### src/core/seq_map.vh
// Purpose: constants shared by the bus-cycle sequencer and its cycle table
// Assumes: one machine state per mclk period
// Notes: definitions only
`ifndef SEQ_MAP_VH
`define SEQ_MAP_VH

// ********************************************************************
// machine cycle kinds
// ********************************************************************
`define K_END 3'h0
`define K_OPF1 3'h1
`define K_OPF2 3'h2
`define K_OPR 3'h3
`define K_IDLE 3'h4
`define K_RD 3'h5
`define K_WR 3'h6

// ********************************************************************
// address sources shown on addr_sel
// ********************************************************************
`define A_NONE 3'h0
`define A_PC 3'h1
`define A_HL 3'h2
`define A_IXD 3'h3
`define A_BC 3'h4
`define A_DE 3'h5
`define A_MN 3'h6

// ********************************************************************
// instruction classes on instr_class
// ********************************************************************
`define C_JR 4'h0
`define C_JRC 4'h1
`define C_LD_GG 4'h2
`define C_LD_GM 4'h3
`define C_LD_GHL 4'h4
`define C_LD_GIX 4'h5
`define C_LD_HLG 4'h6
`define C_LD_IXG 4'h7
`define C_LD_HLM 4'h8
`define C_LD_IXM 4'h9
`define C_LD_ABC 4'hA
`define C_LD_ADE 4'hB
`define C_LD_AMN 4'hC
`define C_LD_BCA 4'hD
`define C_LD_DEA 4'hE

// ********************************************************************
// timing
// ********************************************************************
`define CLK_PERIOD_PS 5000
`define STATE_TIME_PS 5000

`endif

### src/core/cycle_table.v
// Purpose: machine cycle table of the relative jump and load_move group
// Assumes: step 0 is the first machine cycle of an instruction
// Notes: purely combinational; returns {kind, address source}
`timescale 1ns/1ps
`default_nettype none
`include "seq_map.vh"

module cycle_table
(
	input wire [3:0] cls,
	input wire [2:0] step,
	input wire cond,
	output wire [2:0] kind,
	output wire [2:0] addr
);

	// ****************************************************************
	// lookup
	// ****************************************************************

	// one entry per machine cycle, END once the list runs out
	function [5:0] entry;
		input [3:0] c;
		input [2:0] s;
		input t;
		begin
			entry = {`K_END, `A_NONE};
			if (s == 3'h0)
				entry = {`K_OPF1, `A_PC};
			else
			begin
				case (c)
					`C_JR, `C_JRC:
					begin
						if (s == 3'h1)
							entry = {`K_OPR, `A_PC};
						else if (s < 3'h4 && (c == `C_JR || t))
							entry = {`K_IDLE, `A_NONE};
					end
					`C_LD_GG:
						if (s == 3'h1)
							entry = {`K_IDLE, `A_NONE};
					`C_LD_GM:
						if (s == 3'h1)
							entry = {`K_OPR, `A_PC};
					`C_LD_GHL:
						if (s == 3'h1)
							entry = {`K_RD, `A_HL};
					`C_LD_GIX, `C_LD_IXG:
					begin
						if (s == 3'h1)
							entry = {`K_OPF2, `A_PC};
						else if (s == 3'h2)
							entry = {`K_OPR, `A_PC};
						else if (s == 3'h5 && c == `C_LD_GIX)
							entry = {`K_RD, `A_IXD};
						else if (s == 3'h6 && c == `C_LD_IXG)
							entry = {`K_WR, `A_IXD};
						else if (s < 3'h6)
							entry = {`K_IDLE, `A_NONE};
					end
					`C_LD_HLG, `C_LD_BCA, `C_LD_DEA:
					begin
						if (s == 3'h1)
							entry = {`K_IDLE, `A_NONE};
						else if (s == 3'h2)
							entry = {`K_WR, (c == `C_LD_HLG) ? `A_HL :
								(c == `C_LD_BCA) ? `A_BC : `A_DE};
					end
					`C_LD_HLM:
					begin
						if (s == 3'h1)
							entry = {`K_OPR, `A_PC};
						else if (s == 3'h2)
							entry = {`K_WR, `A_HL};
					end
					`C_LD_IXM:
					begin
						if (s == 3'h1)
							entry = {`K_OPF2, `A_PC};
						else if (s < 3'h4)
							entry = {`K_OPR, `A_PC};
						else if (s == 3'h4)
							entry = {`K_WR, `A_IXD};
					end
					`C_LD_ABC, `C_LD_ADE:
						if (s == 3'h1)
							entry = {`K_RD,
								(c == `C_LD_ABC) ? `A_BC : `A_DE};
					`C_LD_AMN:
					begin
						if (s < 3'h3)
							entry = {`K_OPR, `A_PC};
						else if (s == 3'h3)
							entry = {`K_RD, `A_MN};
					end
					default:
						entry = {`K_END, `A_NONE};
				endcase
			end
			// unknown class has no opcode fetch either
			if (c == 4'hF)
				entry = {`K_END, `A_NONE};
		end
	endfunction

	wire [5:0] e;
	assign e = entry(cls, step, cond);
	assign kind = e[5:3];
	assign addr = e[2:0];

endmodule // cycle_table

`default_nettype wire

### src/core/bus_cycle_sequencer.v
// Purpose: orders bus and idle states of jumps and loads, drives strobes
// Assumes: instr_class and cond_true valid with instr_start
// Notes: all outputs registered; a request while busy is ignored
`timescale 1ns/1ps
`default_nettype none
`include "seq_map.vh"

// Notes on behaviour
// - opcode fetch: rd, mem_request_n, first fetch, status low
// - prefixed second fetch: first fetch low, status high
// - operand fetch: plain three state memory read
// - idle state: all strobes high, data released
// - false conditional jump ends after displacement
// - true conditional jump adds two idle states
// - register move: fetch then one idle
// - load via HL: read at HL next
// - indexed load: two idles, read sixth cycle
// - store via HL: one idle, then write
// - indexed store: three idles, write seventh cycle
// - immediate via HL: operand, then write
// - immediate indexed: write in fifth cycle
// - accumulator via BC or DE: one read
// - direct load: two address bytes, read fourth
module bus_cycle_sequencer
(
	input wire mclk,
	input wire rst,
	input wire instr_start,
	input wire [3:0] instr_class,
	input wire cond_true,
	output reg rd_n,
	output reg wr_n,
	output reg mem_request_n,
	output reg io_request_n,
	output reg first_fetch_n,
	output reg halt_n,
	output reg cycle_status_out,
	output reg data_oe,
	output reg [2:0] addr_sel,
	output reg [2:0] t_state,
	output reg busy,
	output reg instr_done
);

	// ****************************************************************
	// timing and states
	// ****************************************************************

	// clocks per machine state, rounded up, never below one
	localparam integer STATE_CYC_RAW = (`STATE_TIME_PS + `CLK_PERIOD_PS - 1)
		/ `CLK_PERIOD_PS;
	localparam integer STATE_CYC = (STATE_CYC_RAW < 1) ? 1 : STATE_CYC_RAW;

	// one-hot machine states
	localparam [4:0] S_WAIT = 5'h01;
	localparam [4:0] S_T1 = 5'h02;
	localparam [4:0] S_T2 = 5'h04;
	localparam [4:0] S_T3 = 5'h08;
	localparam [4:0] S_TI = 5'h10;

	reg [4:0] state_q; // current machine state
	reg [4:0] state_d;
	reg [3:0] class_q; // latched instruction class
	reg [3:0] class_d;
	reg cond_q; // latched jump condition
	reg cond_d;
	reg [2:0] step_q; // machine cycle index, 0 = MC1
	reg [2:0] step_d;
	reg [2:0] kind_q; // kind of current machine cycle
	reg [2:0] kind_d;
	reg [2:0] asrc_q; // address source of current cycle
	reg [2:0] asrc_d;
	reg [7:0] dwell_q; // clocks spent in current state
	reg [7:0] dwell_d;
	reg done_d;

	// table lookup inputs: first cycle when waiting, else the next one
	wire waiting;
	wire [3:0] tab_cls;
	wire [2:0] tab_step;
	wire tab_cond;
	wire [2:0] tab_kind;
	wire [2:0] tab_addr;
	wire dwell_end;

	assign waiting = state_q[0];
	assign tab_cls = waiting ? instr_class : class_q;
	assign tab_step = waiting ? 3'h0 : step_q + 3'h1;
	assign tab_cond = waiting ? cond_true : cond_q;
	assign dwell_end = (dwell_q == STATE_CYC[7:0] - 8'h01);

	// ****************************************************************
	// cycle table
	// ****************************************************************
	cycle_table u_table
	(
		.cls(tab_cls),
		.step(tab_step),
		.cond(tab_cond),
		.kind(tab_kind),
		.addr(tab_addr)
	);

	// first state of a machine cycle of the given kind
	function [4:0] first_state;
		input [2:0] k;
		begin
			first_state = (k == `K_IDLE) ? S_TI : S_T1;
		end
	endfunction

	// ****************************************************************
	// sequencing
	// ****************************************************************

	// the table decides idle counts and cycle order per class
	always @*
	begin
		state_d = state_q;
		class_d = class_q;
		cond_d = cond_q;
		step_d = step_q;
		kind_d = kind_q;
		asrc_d = asrc_q;
		dwell_d = dwell_end ? 8'h00 : dwell_q + 8'h01;
		done_d = 1'b0;
		case (state_q)
			S_WAIT:
			begin
				dwell_d = 8'h00;
				// an unknown class yields END and is not started
				if (instr_start && tab_kind != `K_END)
				begin
					class_d = instr_class;
					cond_d = cond_true;
					step_d = 3'h0;
					kind_d = tab_kind;
					asrc_d = tab_addr;
					state_d = first_state(tab_kind);
				end
			end
			S_T1:
				if (dwell_end)
					state_d = S_T2;
			S_T2:
				if (dwell_end)
					state_d = S_T3;
			S_T3, S_TI:
			begin
				if (dwell_end)
				begin
					// false condition ends after MC2 in the table
					if (tab_kind == `K_END)
					begin
						state_d = S_WAIT;
						kind_d = `K_END;
						asrc_d = `A_NONE;
						done_d = 1'b1;
					end
					else
					begin
						// idle counts of jumps and loads come from table
						step_d = tab_step;
						kind_d = tab_kind;
						asrc_d = tab_addr;
						state_d = first_state(tab_kind);
					end
				end
			end
			default:
				state_d = S_WAIT;
		endcase
	end

	// ****************************************************************
	// registers and strobes
	// ****************************************************************

	// strobes follow the next state so they line up with it
	always @(posedge mclk or posedge rst)
	begin
		if (rst)
		begin
			state_q <= S_WAIT;
			class_q <= 4'h0;
			cond_q <= 1'b0;
			step_q <= 3'h0;
			kind_q <= `K_END;
			asrc_q <= `A_NONE;
			dwell_q <= 8'h00;
			rd_n <= 1'b1;
			wr_n <= 1'b1;
			mem_request_n <= 1'b1;
			io_request_n <= 1'b1;
			first_fetch_n <= 1'b1;
			halt_n <= 1'b1;
			cycle_status_out <= 1'b1;
			data_oe <= 1'b0;
			addr_sel <= `A_NONE;
			t_state <= 3'h0;
			busy <= 1'b0;
			instr_done <= 1'b0;
		end
		else
		begin
			state_q <= state_d;
			class_q <= class_d;
			cond_q <= cond_d;
			step_q <= step_d;
			kind_q <= kind_d;
			asrc_q <= asrc_d;
			dwell_q <= dwell_d;
			// idle and wait keep every strobe high, data released
			if (state_d == S_WAIT || state_d == S_TI)
			begin
				rd_n <= 1'b1;
				wr_n <= 1'b1;
				mem_request_n <= 1'b1;
				first_fetch_n <= 1'b1;
				cycle_status_out <= 1'b1;
				data_oe <= 1'b0;
				addr_sel <= `A_NONE;
			end
			else
			begin
				// bus cycles: reads for opcode, operand and data fetches, a write for K_WR
				rd_n <= (kind_d == `K_WR);
				wr_n <= (kind_d != `K_WR);
				mem_request_n <= 1'b0;
				first_fetch_n <= !(kind_d == `K_OPF1 ||
					kind_d == `K_OPF2);
				cycle_status_out <= (kind_d != `K_OPF1);
				data_oe <= (kind_d == `K_WR);
				addr_sel <= asrc_d;
			end
			// no I/O cycles or halt in this group
			io_request_n <= 1'b1;
			halt_n <= 1'b1;
			t_state <= (state_d == S_T1) ? 3'h1 :
				(state_d == S_T2) ? 3'h2 :
				(state_d == S_T3) ? 3'h3 :
				(state_d == S_TI) ? 3'h4 : 3'h0;
			busy <= (state_d != S_WAIT);
			instr_done <= done_d;
		end
	end

endmodule // bus_cycle_sequencer

`default_nettype wire

### config.mk
export PLATFORM = sky130hd
export DESIGN_NAME = bus_cycle_sequencer
export DESIGN_NICKNAME = d
export VERILOG_FILES = /design/src/core/cycle_table.v /design/src/core/bus_cycle_sequencer.v
export VERILOG_INCLUDE_DIRS = /design/src /design/src/core
export SDC_FILE = /design/constraint.sdc
export NUM_CORES = 1
export LEC_CHECK = 0
export BUFFER_PORTS_ARGS = -buffer_cell sky130_fd_sc_hd__buf_2
export CAP_MARGIN = 15
export CORE_MARGIN = 2
export CORE_UTILIZATION = 63
export DETAILED_ROUTE_END_ITERATION = 7
export GPL_ROUTABILITY_DRIVEN = 0
export GPL_TIMING_DRIVEN = 0
export PLACE_DENSITY = 0.83
export SYNTH_ARGS = -nofsm -noshare
export SYNTH_HDL_FRONTEND = slang
export SYNTH_SLANG_ARGS = --single-unit
### constraint.sdc
create_clock -name mclk -period 7.7 [get_ports mclk]
set_input_delay 0.385 -clock mclk [delete_from_list [all_inputs] [get_ports mclk]]
set_output_delay 0.385 -clock mclk [all_outputs]
set_load 0.005 [all_outputs]
Yosys cells after proc, flatten, opt, wreduce, memory -nomap -nowiden
Cells that the tools add are included.

operators by class
  $add $sub $neg = 2
  order comparisons = 3
  equality and inequality tests = 41
  mux-type cells = 64
  reductions and logical operators = 21

operators with widths
  cell                   number
  $mux W6                21
  $pmux W6 S10           1
  $mux W3                16
  $mux W5                7
  $eq A4 B4 Y1 const B   8
  $pmux W5 S4            1
  $pmux W3 S2            3
  $eq A4 B3 Y1 const B   4
  $mux W8                2
  $eq A3 B3 Y1 const B   5
  $mux W1                12
  $eq A5 B1 Y1 const B   2
  $eq A5 B2 Y1 const B   2
  $eq A5 B3 Y1 const B   2
  $eq A5 B4 Y1 const B   2
  $eq A5 B5 Y1 const B   2
  $eq A3 B2 Y1 const B   3
  $add A8 B1 Y8 const B  1
  $eq A4 B2 Y1 const B   2
  $logic_not A8 Y1       1
  $reduce_or A2 Y1       4
  $eq A3 B1 Y1 const B   2
  $logic_not A3 Y1       2
  $lt A3 B3 Y1 const B   2
  17 further kinds       24

word-level totals
  bits in registers = 41
  word-level logic and storage cells = 148

Logic depth before layout (Yosys ltp)
Gate-level depths: netlist of the first run.

  depth in word-level cells = 21
  gate-level depth with buffers = 11
  mapped depth without buffers = 10

By module
From an unflattened synthesis of the first run, not the netlist that was laid out.

second synthesis, totals
  cell total of the unflattened synthesis = 272
  area, all modules = 2,666.3 um^2

modules (own cells, without submodules)
  module               instances  cells an instance  area each (um^2)
  bus_cycle_sequencer  1          178                2,087.0
  cycle_table          1          94                 579.3

Least setup slack after synthesis of the first run
No wires, ideal clock.

  kind = reg2reg
  start = register step_q[0]
  end = register t_state[0]
  library setup time = 0.139 ns
  arrival time = 2.445 ns
  required time = 7.561 ns
  setup slack = 5.117 ns
  cell stages (with the launch flop) = 9
  path buffers = 1
  period minus slack after synthesis = 2.583 ns
  path through = dfrtp_1 -> ha_1 -> buf_2 -> nor3_2 -> a221oi_1 -> nor4_4 -> nand3_2 -> and3_1 -> or4_4

between the ends
  word-level cells in the longest chain between the ends = 20
  elaborated cells between the ends (all ways) = 53

RTL lines
  element                                                line                                RTL
  start: declaration                                     bus_cycle_sequencer.v:67            reg [2:0] step_q;
  start signal: assignment                               bus_cycle_sequencer.v:209           step_q <= step_d;
  $add A3 B1 Y3 (*)                                      bus_cycle_sequencer.v:88            assign tab_step = waiting ? 3'h0 : step_q + 3'h1;
  $mux W3 (*)                                            bus_cycle_sequencer.v:88
  $lt A3 B3 Y1 / $eq A3 B3 Y1 (equally long branches)    cycle_table.v:59, cycle_table.v:57
  $mux W6 / $logic_and A1 B1 Y1 (equally long branches)  -
  $mux W6                                                cycle_table.v:57                    else if (s == 3'h6 && c == `C_LD_IXG)
  $mux W6                                                cycle_table.v:55                    else if (s == 3'h5 && c == `C_LD_GIX)
  $mux W6                                                cycle_table.v:53                    else if (s == 3'h2)
  $mux W6                                                cycle_table.v:51                    if (s == 3'h1)
  [... 4 more ...]                                       -
  $mux W5                                                bus_cycle_sequencer.v:108           first_state = (k == `K_IDLE) ? S_TI : S_T1;
  $mux W5                                                bus_cycle_sequencer.v:153           if (tab_kind == `K_END)
  $mux W5                                                bus_cycle_sequencer.v:150           if (dwell_end)
  $pmux W5 S4 (*)                                        bus_cycle_sequencer.v:127           case (state_q)
  $eq A5 B4 Y1                                           bus_cycle_sequencer.v:241           (state_d == S_T3) ? 3'h3 :
  $mux W3                                                bus_cycle_sequencer.v:241
  $mux W3                                                bus_cycle_sequencer.v:240           (state_d == S_T2) ? 3'h2 :
  $mux W3 (*)                                            bus_cycle_sequencer.v:239           t_state <= (state_d == S_T1) ? 3'h1 :
  end signal: assignment                                 bus_cycle_sequencer.v:239
  end: declaration                                       bus_cycle_sequencer.v:40            output reg [2:0] t_state,

Mark *: on every way between the ends. The rest lies on a longest branch, timed or not.
A chain may end at the register's enable or synchronous reset.

Worst setup path in the final report of the first run
  start = register step_q[0]
  end = register step_q[2]

between the ends
  word-level cells in the longest chain between the ends = 15
  elaborated cells between the ends (all ways) = 47

RTL lines
  element                                                line                                RTL
  $add A3 B1 Y3 (*)                                      bus_cycle_sequencer.v:88
  $mux W3 (*)                                            bus_cycle_sequencer.v:88
  $lt A3 B3 Y1 / $eq A3 B3 Y1 (equally long branches)    cycle_table.v:59, cycle_table.v:57
  $mux W6 / $logic_and A1 B1 Y1 (equally long branches)  -
  $mux W6                                                cycle_table.v:57
  $mux W6                                                cycle_table.v:55
  $mux W6                                                cycle_table.v:53
  $mux W6                                                cycle_table.v:51
  $pmux W6 S10                                           cycle_table.v:32                    case (c)
  $mux W6                                                cycle_table.v:28                    if (s == 3'h0)
  $mux W6                                                cycle_table.v:102                   if (c == 4'hF)
  $reduce_bool A3 Y1 (no line)                           -
  $logic_and A1 B1 Y1 (no line)                          -
  $ne A2 B2 Y1 (no line)                                 -
  $reduce_and A4 Y1 (no line)                            -

Mark *: on every way between the ends. The rest lies on a longest branch, timed or not. The select of a mux whose other input is x is not followed.

==> results of run 1 <==
logic make-up after synthesis:
| family | after synthesis | share of synthesized area [%] |
|---|---|---|
| AO/OA/AOI/OAI | 73 | 19.0 |
| XOR/XNOR | 12 | 3.98 |
| adder cells (fa/ha/maj) | 3 | 1.33 |
| buffers and inverters | 29 | 5.27 |
| flip-flops | 41 | 36.5 |
| multiplexers | 11 | 4.25 |
| other | 1 | 0.133 |
| AND/OR/NAND/NOR | 144 | 29.5 |
cell usage after synthesis, types with 3 or more instances:
library cell / instances / share of area, %
a21oi_1: 12 / 2.1
and3b_1: 5 / 1.5
inv_1: 8 / 1.1
nand4_1: 3 / 0.66
nor3b_1: 5 / 1.3
o211ai_1: 5 / 1.3
nor2b_1: 13 / 2.9
mux2_2: 8 / 3.2
dfstp_2: 6 / 5.6
a211oi_1: 4 / 1.1
nor3_1: 8 / 1.4
buf_2: 5 / 0.88
nand3_1: 11 / 1.9
dfrtp_1: 35 / 31
mux2i_1: 3 / 1.1
clkbuf_1: 9 / 1.2
buf_4: 3 / 0.80
buf_6: 3 / 1.2
and3_1: 5 / 1.1
o22ai_1: 5 / 1.1
and2_1: 7 / 1.5
nand3b_1: 3 / 0.80
or4_1: 3 / 0.80
xnor2_1: 7 / 2.2
nor2_1: 28 / 3.7
xor2_1: 4 / 1.2
a31oi_1: 4 / 0.88
ha_1: 3 / 1.3
o21ai_0: 11 / 1.9
nand2_1: 28 / 3.7
sequential cells by signal, summed over array words and instances, names as in the netlist:
name	count
dwell_q	8
state_q	5
class_q	4
addr_sel	3
asrc_q	3
kind_q	3
step_q	3
t_state	3
busy	1
cond_q	1
cycle_status_out	1
data_oe	1
first_fetch_n	1
instr_done	1
mem_request_n	1
rd_n	1
wr_n	1
worst max path at each step:
stage / from / end / slack (ns) / cells past startpoint
after floorplan: step_q[0] / t_state[0] / 5.12 / 8
after global placement: step_q[0] / t_state[0] / 4.88 / 9
after detailed placement: step_q[0] / t_state[0] / 4.84 / 9
after CTS: step_q[0] / t_state[0] / 4.83 / 9
after global routing: step_q[0] / step_q[2] / 4.60 / 9
final: step_q[0] / step_q[2] / 4.81 / 9
metrics by stage:
stage,instances,utilization (%)
after floorplan,315,-
after global placement,388,69.4
after detailed placement,388,69.4
after CTS,395,71.5
after global routing,395,71.5
final,395,71.5
cell type report:
cell class	instances	area, sq um	share of cell area [%]
clock inverter	1	7.51	0.243
clock buffer	6	82.6	2.67
tap	52	65.1	2.10
timing repair buffer	21	105	3.40
buffer	20	115	3.72
sequential	41	1030	33.4
multi-input combinational	245	1650	53.3
inverter	9	33.8	1.09
routing by layer:
layer,routed length [microns],share of wire [%],GRT usage [%],vias up
met2,3100,47,43.3,123
met1,2720,42,34.9,1192
li1,-,-,-,1187
met5,0,0,0,-
met3,428,6.5,5.98,44
met4,290,4.4,16.1,0
worst register-to-register path: stages (launching register included):
cell      delay (ns)
dfrtp_1         0.42
ha_1            0.29
buf_2           0.19
nor2b_1         0.12
a21oi_1         0.28
o211ai_1        0.21
nor4_4          0.38
nand3_2         0.16
o21ai_1         0.35
mux2_2          0.38
power groups by stage:
stage / logic (W) / clock network, W / registers [W]
after CTS: 0.000603 / 0.000151 / 0.000299
after global routing: 0.000665 / 0.000160 / 0.000306
final: 0.000613 / 0.000149 / 0.000299
after floorplan: 0.000470 / 0 / 0.000301
after detailed placement: 0.000598 / 0 / 0.000302
after global placement: 0.000585 / 0 / 0.000301
==> metrics.md, run 1 <==
| Metric | Value |
|---|---|
| WHS | `~0.24 ns` |
| GR Overflow Total | `0` |
| CP arrival | `3.08 ns` |
| IO Pins | `24` |
| Slowest CP cell | `dfrtp_1` |
| Initial antenna violation count | `0` |
| Peak supply drop | `approximately 0.18 mV` |
| Worst R2R Start | `step_q[0]` |
| Drc violations | `0` |
| Max_cap viols | `0` |
| Synth Instances | `314` |
| Drt total wl | `about 6500 microns` |
| Via density per instance | `6.45` |
| GRT Util Overall | `~28%` |
| Fmax | `0.345 GHz` |
| Antenna diodes | `0` |
| Seq/Total Area, Yosys | `36.5%` |
| Post-Place Cell Area | `0.00300 sq mm` |
| Layout area overhead | `9.34%` |
| CTS Buf Count | `5` |
| Starting DRT DRC Count | `between 150 and 200` |
| Syn Area/Cell | `9.01 sq um` |
| CTS clock-pin slew for the worst setup and hold paths | `0.08 ns` |
| Final setup violation count | `0` |
| #FFs+latches synth | `41` |
| Dpl hpwl | `4640 microns` |
| Number of global-route vias before repair | `2,331` |
| Pin count of the biggest net entering global routing | `between 40 and 50` |
| Place WS | `4.84 ns` |
| Number of enable flip-flop cells after synthesis | `0` |
| Status | `complete, no violations` |
| Net Sw Power | `between 0.0004 and 0.0005 W` |
| Commonest non-fill, non-tap cell in the layout | `dfrtp_1` |
| Mapped Area | `0.00283 sq mm` |
| Worst setup margin | `~4.8 ns` |
| Slowest cell delay on critical path | `approximately 0.42 ns` |
| Routed length per instance | `16.5 microns` |
| DR vias | `2,546` |
| Synth warnings | `0` |
| Post-synthesis async set-or-reset flop share | `100%` |
| Maximum net fanout on the critical path | `10` |
| Worst Hold Class | `in2async` |
| R2r worst-path depth | `9` |
| FP Rows | `24` |
| Final Hold Fails | `0` |
| Power, Total | `0.00106 W` |
| First-pass GRT wire length | `approximately 11,000 microns` |
| Worst Path Buf+Inv | `1` |
| Starting density of the core | `65.4%` |
| Critical R2R Capture | `step_q[2]` |
| Share of cells above drive strength 1 | `22.2%` |
| Die X | `71.0 microns` |
| # resized after CTS | `0` |
| Critical path data required time | `7.89 ns` |
| CTS sink cnt | `41` |
| Crit path capture type | `register` |
| Worst Max-Slew Pin Slew | `0.822 ns` |
| CP Launch Type | `register` |
| Die span in y | `71.0 microns` |
| Clock Power Share | `14.1%` |
| Clock Tree Root | `clkbuf_8` |
| CTS tree | `yes` |
| Port bufs | `21` |
| ANT nets after route | `0` |
| RSZ-0062 raised after global routing | `no` |
| FF-to-FF setup slack | `4.81 ns` |
| Insertion delay to the later sink of the worst-skew pair | `0.30 ns` |
| Power share of the combinational group | `between 50% and 60%` |
| Number of fill cells in the layout | `358` |
| DIE AREA | `around 0.005 sq mm` |
| First-pass detailed-route iteration total | `5` |
| Crit path kind | `reg2reg` |
| Power Dens Cells | `343 mW/mm^2` |
| Delay-heaviest family, CP | `compound AO/OA/AOI/OAI gates` |
| Sw Ratio | `44.3%` |
| Core Area | `0.00432 sq mm` |
| Flop pwr share | `roughly 28%` |
| Postcts setup bufs | `0` |
| CTS Hold Buffers Added | `0` |
| Max-slew violation count | `0` |
| Unique masters post-synth | `74` |
| Nets@finish | `354` |
| Most frequent cells in the layout | `dfrtp_1 (35), nor2_1 (28), nand2_1 (28), buf_2 (26), nor2b_1 (13)` |
| Top_reg_cell synth | `dfrtp_1` |
| Clock tree buffer depth | `2` |
| Internal | `0.000591 W` |
| Htree depth | `2` |
| Fin area | `roughly 0.0031 sq mm` |
| Min Tclk post-route | `roughly 2.9 ns` |
| Skew final | `roughly 0.0087 ns` |
| Post-route setup TNS | `0 ns` |
| Crit-path cells | `ha_1 > buf_2 > nor2b_1 > a21oi_1 > o211ai_1 > nor4_4 > nand3_2 > o21ai_1 > mux2_2` |
| Tcrit/Tclk final | `37.6%` |
| Pleak | `1.37 nW` |
| Slew margin rel. | `45.1%` |
No activity file was read; power rests on OpenSTA's default activity.
==> run 2, diff against run 1 <==
--- a/config.mk
+++ b/config.mk
@@ -6,14 +6,15 @@
 export SDC_FILE = /design/constraint.sdc
 export NUM_CORES = 1
 export LEC_CHECK = 0
+export ABC_AREA = 1
 export BUFFER_PORTS_ARGS = -buffer_cell sky130_fd_sc_hd__buf_2
 export CAP_MARGIN = 15
 export CORE_MARGIN = 2
-export CORE_UTILIZATION = 63
+export CORE_UTILIZATION = 59
 export DETAILED_ROUTE_END_ITERATION = 7
 export GPL_ROUTABILITY_DRIVEN = 0
 export GPL_TIMING_DRIVEN = 0
-export PLACE_DENSITY = 0.83
+export PLACE_DENSITY = 0.79
 export SYNTH_ARGS = -nofsm -noshare
 export SYNTH_HDL_FRONTEND = slang
 export SYNTH_SLANG_ARGS = --single-unit
==> constraint.sdc (replaced) <==
create_clock -name mclk -period 2.8 [get_ports mclk]
set_input_delay 0.14 -clock mclk [delete_from_list [all_inputs] [get_ports mclk]]
set_output_delay 0.14 -clock mclk [all_outputs]
set_load 0.005 [all_outputs]
==> run 2 against run 1 <==
  * The run now ends with hold timing left
  * Routed wire length shrank 18%
  * Non-clock buffer count is 14 lower
  * Critical path depth rose by 7
  * Total power rose to 2.6 times the previous value
  * Final cell count is 9.6% higher
  * Critical path type unchanged
==> metrics.md, run 2 <==
| Metric | Value |
|---|---|
| Status | `finished, violations left (was complete, no violations)` |
| Failing checks | `hold timing` |
| DR vias | `2,264 (was 2,546)` |
| Fin area | `0.00283 sq mm (was 0.00309 sq mm)` |
| Post-Place Cell Area | `0.00270 sq mm (was 0.00300 sq mm)` |
| Layout area overhead | `11.9% (was 9.34%)` |
| CTS tree | `yes (unchanged)` |
| First-pass detailed-route iteration total | `4 (was 5)` |
| CP Launch Type | `register (unchanged)` |
| Synth area leader | `dfrtp_1 (unchanged)` |
| Final setup violation count | `0 (unchanged)` |
| CTS Buf Count | `5 (unchanged)` |
| Drc violations | `0 (unchanged)` |
| Worst R2R Start | `step_q[0] (unchanged)` |
| RSZ-0062 raised after global routing | `no (unchanged)` |
| Largest regs | `dwell_q x8, state_q x5, class_q x4 (unchanged)` |
| Post-route setup TNS | `0 ns (unchanged)` |
| Most numerous cell in the Yosys netlist | `nand2_1 (was dfrtp_1)` |
| Number of enable flip-flop cells after synthesis | `0 (unchanged)` |
| Slowest cell delay on critical path | `0.44 ns (was 0.42 ns)` |
| Drt total wl | `5370 microns (was 6540 microns)` |
| Clock tree buffer depth | `2 (unchanged)` |
| Die X | `69.5 microns (was 71.0 microns)` |
| Unique masters post-synth | `31 (was 74)` |
| Min Tclk post-route | `2.53 ns (was 2.89 ns)` |
| WHS | `-0.00797 ns (was 0.242 ns)` |
| Slowest CP cell | `dfrtp_1 (unchanged)` |
| ANT nets after route | `0 (unchanged)` |
| Final Hold Fails | `19 (was 0)` |
| First-pass GRT wire length | `9170 microns (was 10,900 microns)` |
| Port bufs | `21 (unchanged)` |
| Synth Instances | `352 (was 314)` |
| Starting DRT DRC Count | `172 (was 190)` |
| Post-synthesis async set-or-reset flop share | `100% (unchanged)` |
| GRT Util Overall | `23.6% (was 27.5%)` |
| Place WS | `0.213 ns (was 4.84 ns)` |
| Max_cap viols | `0 (unchanged)` |
| Top_reg_cell synth | `dfrtp_1 (unchanged)` |
| GR Overflow Total | `0 (unchanged)` |
| Antenna diodes | `0 (unchanged)` |
| Htree depth | `2 (unchanged)` |
| Nets@finish | `393 (was 354)` |
| Tcrit/Tclk final | `90.5% (was 37.6%)` |
| Skew final | `0.00717 ns (was 0.00870 ns)` |
| CTS Hold Buffers Added | `0 (unchanged)` |
| Power Dens Cells | `972 mW/mm^2 (was 343 mW/mm^2)` |
| Synth cell count leaders | `nand2_1 (91), inv_1 (48), nor2_1 (47) (was dfrtp_1 (35), nand2_1 (28), nor2_1 (28))` |
| Seq/Total Area, Yosys | `40.8% (was 36.5%)` |
| Synth warnings | `0 (unchanged)` |
| Pleak | `1.52 nW (was 1.37 nW)` |
| Number of fill cells in the layout | `346 (was 358)` |
| Mapped Area | `0.00253 sq mm (was 0.00283 sq mm)` |
| Synth top area share | `34.6% (was 31.0%)` |
| Commonest non-fill, non-tap cell in the layout | `nand2_1 (was dfrtp_1)` |
| Max-slew violation count | `0 (unchanged)` |
| Crit-path cells | `ha_1 > inv_1 > nand2_1 > nor2_2 > nand3_1 > nand2_1 > nor2_1 > nand4_1 > nand2_2 > nand3_4 > nand3_4 > nand2_4 > nand2_2 > inv_2 > nand2_1 > a21oi_1 (was ha_1 > buf_2 > nor2b_1 > a21oi_1 > o211ai_1 > nor4_4 > nand3_2 > o21ai_1 > mux2_2)` |
| Starting density of the core | `62.4% (was 65.4%)` |
| Pin count of the biggest net entering global routing | `42 (unchanged)` |
| Share of cells above drive strength 1 | `23.0% (was 22.2%)` |
| Crit path capture type | `register (unchanged)` |
| Largest Register | `dwell_q (unchanged)` |
| IO Pins | `24 (unchanged)` |
| Crit path kind | `reg2reg (unchanged)` |
| Synth area leaders | `dfrtp_1 (35%), nand2_1 (13%), inv_1 (7.1%) (was dfrtp_1 (31%), dfstp_2 (5.6%), nand2_1 (3.7%))` |
| Fmax | `0.394 GHz (was 0.345 GHz)` |
| Power, Total | `0.00275 W (was 0.00106 W)` |
| Critical path data required time | `3.02 ns (was 7.89 ns)` |
| DIE AREA | `0.00483 sq mm (was 0.00504 sq mm)` |
| Die span in y | `69.5 microns (was 71.0 microns)` |
| Maximum net fanout on the critical path | `5 (was 10)` |
| Worst Hold Class | `in2async (unchanged)` |
| Core Area | `0.00406 sq mm (was 0.00432 sq mm)` |
| Insertion delay to the later sink of the worst-skew pair | `0.30 ns (about the same)` |
| Clock Tree Root | `clkbuf_8 (unchanged)` |
| Number of global-route vias before repair | `2,162 (was 2,331)` |
| Syn Area/Cell | `7.19 sq um (was 9.01 sq um)` |
| Initial antenna violation count | `0 (unchanged)` |
| Crit-path most repeated cell | `nand2_1` |
| CTS clock-pin slew for the worst setup and hold paths | `0.08 ns (about the same)` |
| Worst setup margin | `0.265 ns (was 4.81 ns)` |
| Slew margin rel. | `45.7% (was 45.1%)` |
| Peak supply drop | `0.556 mV (was 0.177 mV)` |
| #FFs+latches synth | `41 (unchanged)` |
| Crit path launch | `step_q[0] (unchanged)` |
| CTS sink cnt | `41 (unchanged)` |
| Max reg flops | `8 (unchanged)` |
| Via density per instance | `5.23 (was 6.45)` |
| CP arrival | `2.76 ns (was 3.08 ns)` |
| Most frequent cells in the layout | `nand2_1 (91), inv_1 (47), nor2_1 (46), dfrtp_1 (35), nand3_1 (23) (was dfrtp_1 (35), nor2_1 (28), nand2_1 (28), buf_2 (26), nor2b_1 (13))` |
| Routed length per instance | `12.4 microns (was 16.5 microns)` |
| Dpl hpwl | `4130 microns (was 4640 microns)` |
| Worst Max-Slew Pin Slew | `0.814 ns (was 0.822 ns)` |
| FP Rows | `23 (was 24)` |
run 2: per-stage QoR:
stage | util [%] | std cells
floorplan | - | 353
global placement | 66.6 | 424
detailed placement | 66.6 | 424
CTS | 69.6 | 432
global route | 69.8 | 433
finish | 69.8 | 433
run 2: power by group:
group          switching (W)  internal (W)
clock               0.000210      0.000290
combinational       0.000953      0.000460
sequential         0.0000806      0.000760
run 2: path summary, 6_finish.rpt:
path / end / slack [ns] / depth (start not counted)
setup / recovery: addr_sel[1] / 0.27 / 16
hold / removal: data_oe / -0.008 / 2
setup reg to reg: addr_sel[1] / 0.27 / 16
hold reg to reg: asrc_q[0] / 0.48 / 2
max in group asynchronous: addr_sel[1] / 2.30 / 2
min in group mclk: cond_q / 0.10 / 3
run 2: logic make-up after synthesis:
family	after synthesis	share of synthesized area, %
other	1	0.148
AO/OA/AOI/OAI	30	6.33
AND/OR/NAND/NOR	219	41.7
flip-flops	41	40.8
buffers and inverters	58	9.54
adder cells (fa/ha/maj)	3	1.48
run 2: cell type report:
| class | instances | area [sq um] | area share (%) |
|---|---|---|---|
| multi-input combinational | 254 | 1260 | 44.6 |
| sequential | 41 | 1030 | 36.5 |
| inverter | 53 | 199 | 7.02 |
| timing repair buffer | 22 | 113 | 3.98 |
| clock buffer | 6 | 82.6 | 2.92 |
| tap | 50 | 62.6 | 2.21 |
| buffer | 5 | 42.5 | 1.50 |
| clock inverter | 2 | 37.5 | 1.33 |
run 2: repair_timing:
action,CTS,global route
endpoints found under the setup margin,0,8
setup buffers,0,1
resized for setup,0,1
run 2: critical path, delay by kind of cell, from the launching register on:
family | cells | cell delay, ns
flip-flops | 1 | 0.44
buffers and inverters | 2 | 0.20
AND/OR/NAND/NOR | 12 | 1.39
adder cells (fa/ha/maj) | 1 | 0.31
AO/OA/AOI/OAI | 1 | 0.12
run 2: layer usage:
layer | up-vias | global-route usage (%) | part of all wire, %
met2 | 69 | 40.4 | 48
met1 | 1030 | 30.3 | 44
met4 | 0 | 5.88 | 1.1
met3 | 5 | 5.38 | 6.4
met5 | - | 0 | 0
li1 | 1160 | - | -
==> run 3, diff against run 2 <==
--- a/config.mk
+++ b/config.mk
@@ -7,11 +7,11 @@
 export NUM_CORES = 1
 export LEC_CHECK = 0
 export ABC_AREA = 1
-export BUFFER_PORTS_ARGS = -buffer_cell sky130_fd_sc_hd__buf_2
 export CAP_MARGIN = 15
 export CORE_MARGIN = 2
-export CORE_UTILIZATION = 59
+export CORE_UTILIZATION = 63
 export DETAILED_ROUTE_END_ITERATION = 7
+export DONT_BUFFER_PORTS = 1
 export GPL_ROUTABILITY_DRIVEN = 0
 export GPL_TIMING_DRIVEN = 0
 export PLACE_DENSITY = 0.79
==> run 3 against run 2 <==
  * The flow now finishes without violations
  * Combinational power is 5% lower
  * Clock power is 6.8% lower
  * Die area is 6.0% lower
  * Critical path depth is 1 higher
  * Design area is 2.8% lower
  * Sequential share of layout area is 1.0 points higher
  * Final cell count is 4.2% lower
  * Via count is 1.2% lower
  * Highest routed layer unchanged
  * Critical endpoint unchanged
  * Count of clock-buffer cells in the layout stayed put
  * Register-to-register slack worse by 0.02 ns
  * Global-route usage is 2.8 points higher
  * Core utilization hardly changed
==> metrics.md, run 3 (same netlist as run 2, synthesis figures left out) <==
| Metric | Value |
|---|---|
| Share of cells above drive strength 1 | `18.1% (was 23.0%)` |
| IO Pins | `24 (unchanged)` |
| Dpl hpwl | `3800 microns (was 4130 microns)` |
| GRT Util Overall | `26.4% (was 23.6%)` |
| Max_cap viols | `0 (unchanged)` |
| Initial antenna violation count | `0 (unchanged)` |
| Largest Register | `dwell_q (unchanged)` |
| Max reg flops | `8 (unchanged)` |
| Flop pwr share | `32.2% (was 30.5%)` |
| DR vias | `2,237 (was 2,264)` |
| Routed met1 length | `2410 microns (was 2390 microns)` |
| DIE AREA | `0.00454 sq mm (was 0.00483 sq mm)` |
| Internal | `0.00144 W (was 0.00151 W)` |
| Maximum net fanout on the critical path | `6 (was 5)` |
| Clock Tree Root | `clkbuf_8 (unchanged)` |
| ANT nets after route | `0 (unchanged)` |
| Drt total wl | `5250 microns (was 5370 microns)` |
| Post-route setup TNS | `0 ns (unchanged)` |
| Nets@finish | `375 (was 393)` |
| Worst Max-Slew Pin Slew | `0.822 ns (was 0.814 ns)` |
| Port bufs | `0 (was 21)` |
| Routed length per instance | `12.7 microns (was 12.4 microns)` |
| Most frequent cells in the layout | `nand2_1 (91), inv_1 (47), nor2_1 (46), dfrtp_1 (35), nand3_1 (23) (unchanged)` |
| Worst Path Buf+Inv | `3 (was 2)` |
| Worst Hold Class | `in2reg (was in2async)` |
| CP arrival | `2.76 ns (about the same)` |
| Peak supply drop | `0.611 mV (was 0.556 mV)` |
| FF-to-FF setup slack | `0.25 ns (was 0.27 ns)` |
| Routed met2 length | `2350 microns (was 2580 microns)` |
| Clock tree buffer depth | `2 (unchanged)` |
| Place WS | `0.255 ns (was 0.213 ns)` |
| Slew margin rel. | `45.1% (was 45.7%)` |
| CTS tree | `yes (unchanged)` |
| Largest regs | `dwell_q x8, state_q x5, class_q x4 (unchanged)` |
| Slowest CP cell | `dfrtp_1 (unchanged)` |
| First-pass detailed-route iteration total | `5 (was 4)` |
| Max-slew violation count | `0 (unchanged)` |
| Crit path capture type | `register (unchanged)` |
| Min Tclk post-route | `2.55 ns (was 2.53 ns)` |
| Critical path data required time | `3.01 ns (was 3.02 ns)` |
| CTS clock-pin slew for the worst setup and hold paths | `0.08 ns (about the same)` |
| GR Overflow Total | `0 (unchanged)` |
| Crit-path cells | `ha_1 > inv_1 > nor2_4 > nand3_1 > inv_1 > nand2_1 > o21ai_0 > nor2_1 > nand3_1 > nand2_2 > nand3_4 > nand3_4 > nand2_4 > nand2_2 > inv_2 > nand2_1 > a21oi_1 (was ha_1 > inv_1 > nand2_1 > nor2_2 > nand3_1 > nand2_1 > nor2_1 > nand4_1 > nand2_2 > nand3_4 > nand3_4 > nand2_4 > nand2_2 > inv_2 > nand2_1 > a21oi_1)` |
| FP Rows | `23 (unchanged)` |
| Postcts setup bufs | `0 (unchanged)` |
| Delay-heaviest family, CP | `simple AND/OR/NAND/NOR gates (unchanged)` |
| Core Area | `0.00394 sq mm (was 0.00406 sq mm)` |
| Crit path kind | `reg2reg (unchanged)` |
| Clock Power Share | `17.5% (was 18.1%)` |
| RSZ-0062 raised after global routing | `no (unchanged)` |
| Pleak | `1.44 nW (was 1.52 nW)` |
| Commonest non-fill, non-tap cell in the layout | `nand2_1 (unchanged)` |
| Slowest cell delay on critical path | `0.44 ns (about the same)` |
| Starting DRT DRC Count | `115 (was 172)` |
| Highest Signal Layer | `met4 (unchanged)` |
| Via density per instance | `5.39 (was 5.23)` |
| Final Util | `69.9% (was 69.8%)` |
| Die span in y | `67.4 microns (was 69.5 microns)` |
| Final setup violation count | `0 (unchanged)` |
| Fmax | `0.392 GHz (was 0.394 GHz)` |
| CTS sink cnt | `41 (unchanged)` |
| Worst setup margin | `0.246 ns (was 0.265 ns)` |
| Power Dens Cells | `965 mW/mm^2 (was 972 mW/mm^2)` |
| Htree depth | `2 (unchanged)` |
| Starting density of the core | `64.2% (was 62.4%)` |
| Layout area overhead | `8.80% (was 11.9%)` |
| Pin count of the biggest net entering global routing | `42 (unchanged)` |
| Power, Total | `0.00266 W (was 0.00275 W)` |
| Met3 routed WL | `357 microns (was 343 microns)` |
| CP Launch Type | `register (unchanged)` |
| Number of global-route vias before repair | `2,126 (was 2,162)` |
| Power share of the combinational group | `50.3% (was 51.3%)` |
| Final Hold Fails | `0 (was 19)` |
| Tcrit/Tclk final | `91.2% (was 90.5%)` |
| Antenna diodes | `0 (unchanged)` |
| Die X | `67.4 microns (was 69.5 microns)` |
| Drc violations | `0 (unchanged)` |
| Status | `complete, no violations (was finished, violations left)` |
| Skew final | `0.0141 ns (was 0.00717 ns)` |
| First-pass GRT wire length | `9000 microns (was 9170 microns)` |
| WHS | `0.00968 ns (was -0.00797 ns)` |
| Net Sw Power | `0.00122 W (was 0.00124 W)` |
| CTS Buf Count | `5 (unchanged)` |
| Sw Ratio | `45.9% (was 45.2%)` |
| Insertion delay to the later sink of the worst-skew pair | `0.30 ns (about the same)` |
==> run 3: power by group through the flow <==
stage | combinational, W | sequential, W | clock (W)
final | 0.00134 | 0.000855 | 0.000466
after global routing | 0.00150 | 0.000871 | 0.000495
after CTS | 0.00132 | 0.000857 | 0.000475
after detailed placement | 0.00130 | 0.000864 | 0
after global placement | 0.00128 | 0.000860 | 0
after floorplan | 0.00107 | 0.000841 | 0
==> run 3: what timing repair did <==
| item | 4_1_cts | 5_1_grt |
|---|---|---|
| resized for setup | 0 | 2 |
| endpoints found under the hold margin | 38 | 0 |
| hold buffers | 4 | 0 |
| endpoints found under the setup margin | 0 | 10 |
==> run 3: routing by layer <==
metal / GRT usage (%) / vias to the layer above
li1: - / 1126
met1: 34.6 / 1001
met2: 42.3 / 96
met3: 6.00 / 14
met4: 10.5 / 0
met5: 0 / -
==> run 3: path summary, 6_finish.rpt <==
path | endpoint | start | cells after the start
worst max-delay path | addr_sel[1] | step_q[0] | 17
worst min-delay path | class_q[0] | instr_class[0] | 2
worst max register to register | addr_sel[1] | step_q[0] | 17
worst min register to register | asrc_q[1] | asrc_q[1] | 2
max in group asynchronous | addr_sel[1] | rst | 2
min in group asynchronous | data_oe | rst | 2
==> run 3: per-stage QoR <==
step | cells | area (sq um)
4_1_cts | 415 | 2750
3_3_place_gp | 403 | 2600
5_1_grt | 415 | 2750
6_report | 415 | 2750
2_1_floorplan | 353 | 2530
3_5_place_dp | 403 | 2600
==> run 3: area by class of cell <==
cell class / count / area (sq um)
Fill cell: 320 / 1190
Sequential cell: 41 / 1030
Inverter: 53 / 199
Tap cell: 50 / 62.6
Clock buffer: 6 / 72.6
Multi-Input combinational cell: 254 / 1270
Clock inverter: 2 / 35.0
Buffer: 5 / 42.5
Timing Repair Buffer: 4 / 40.0
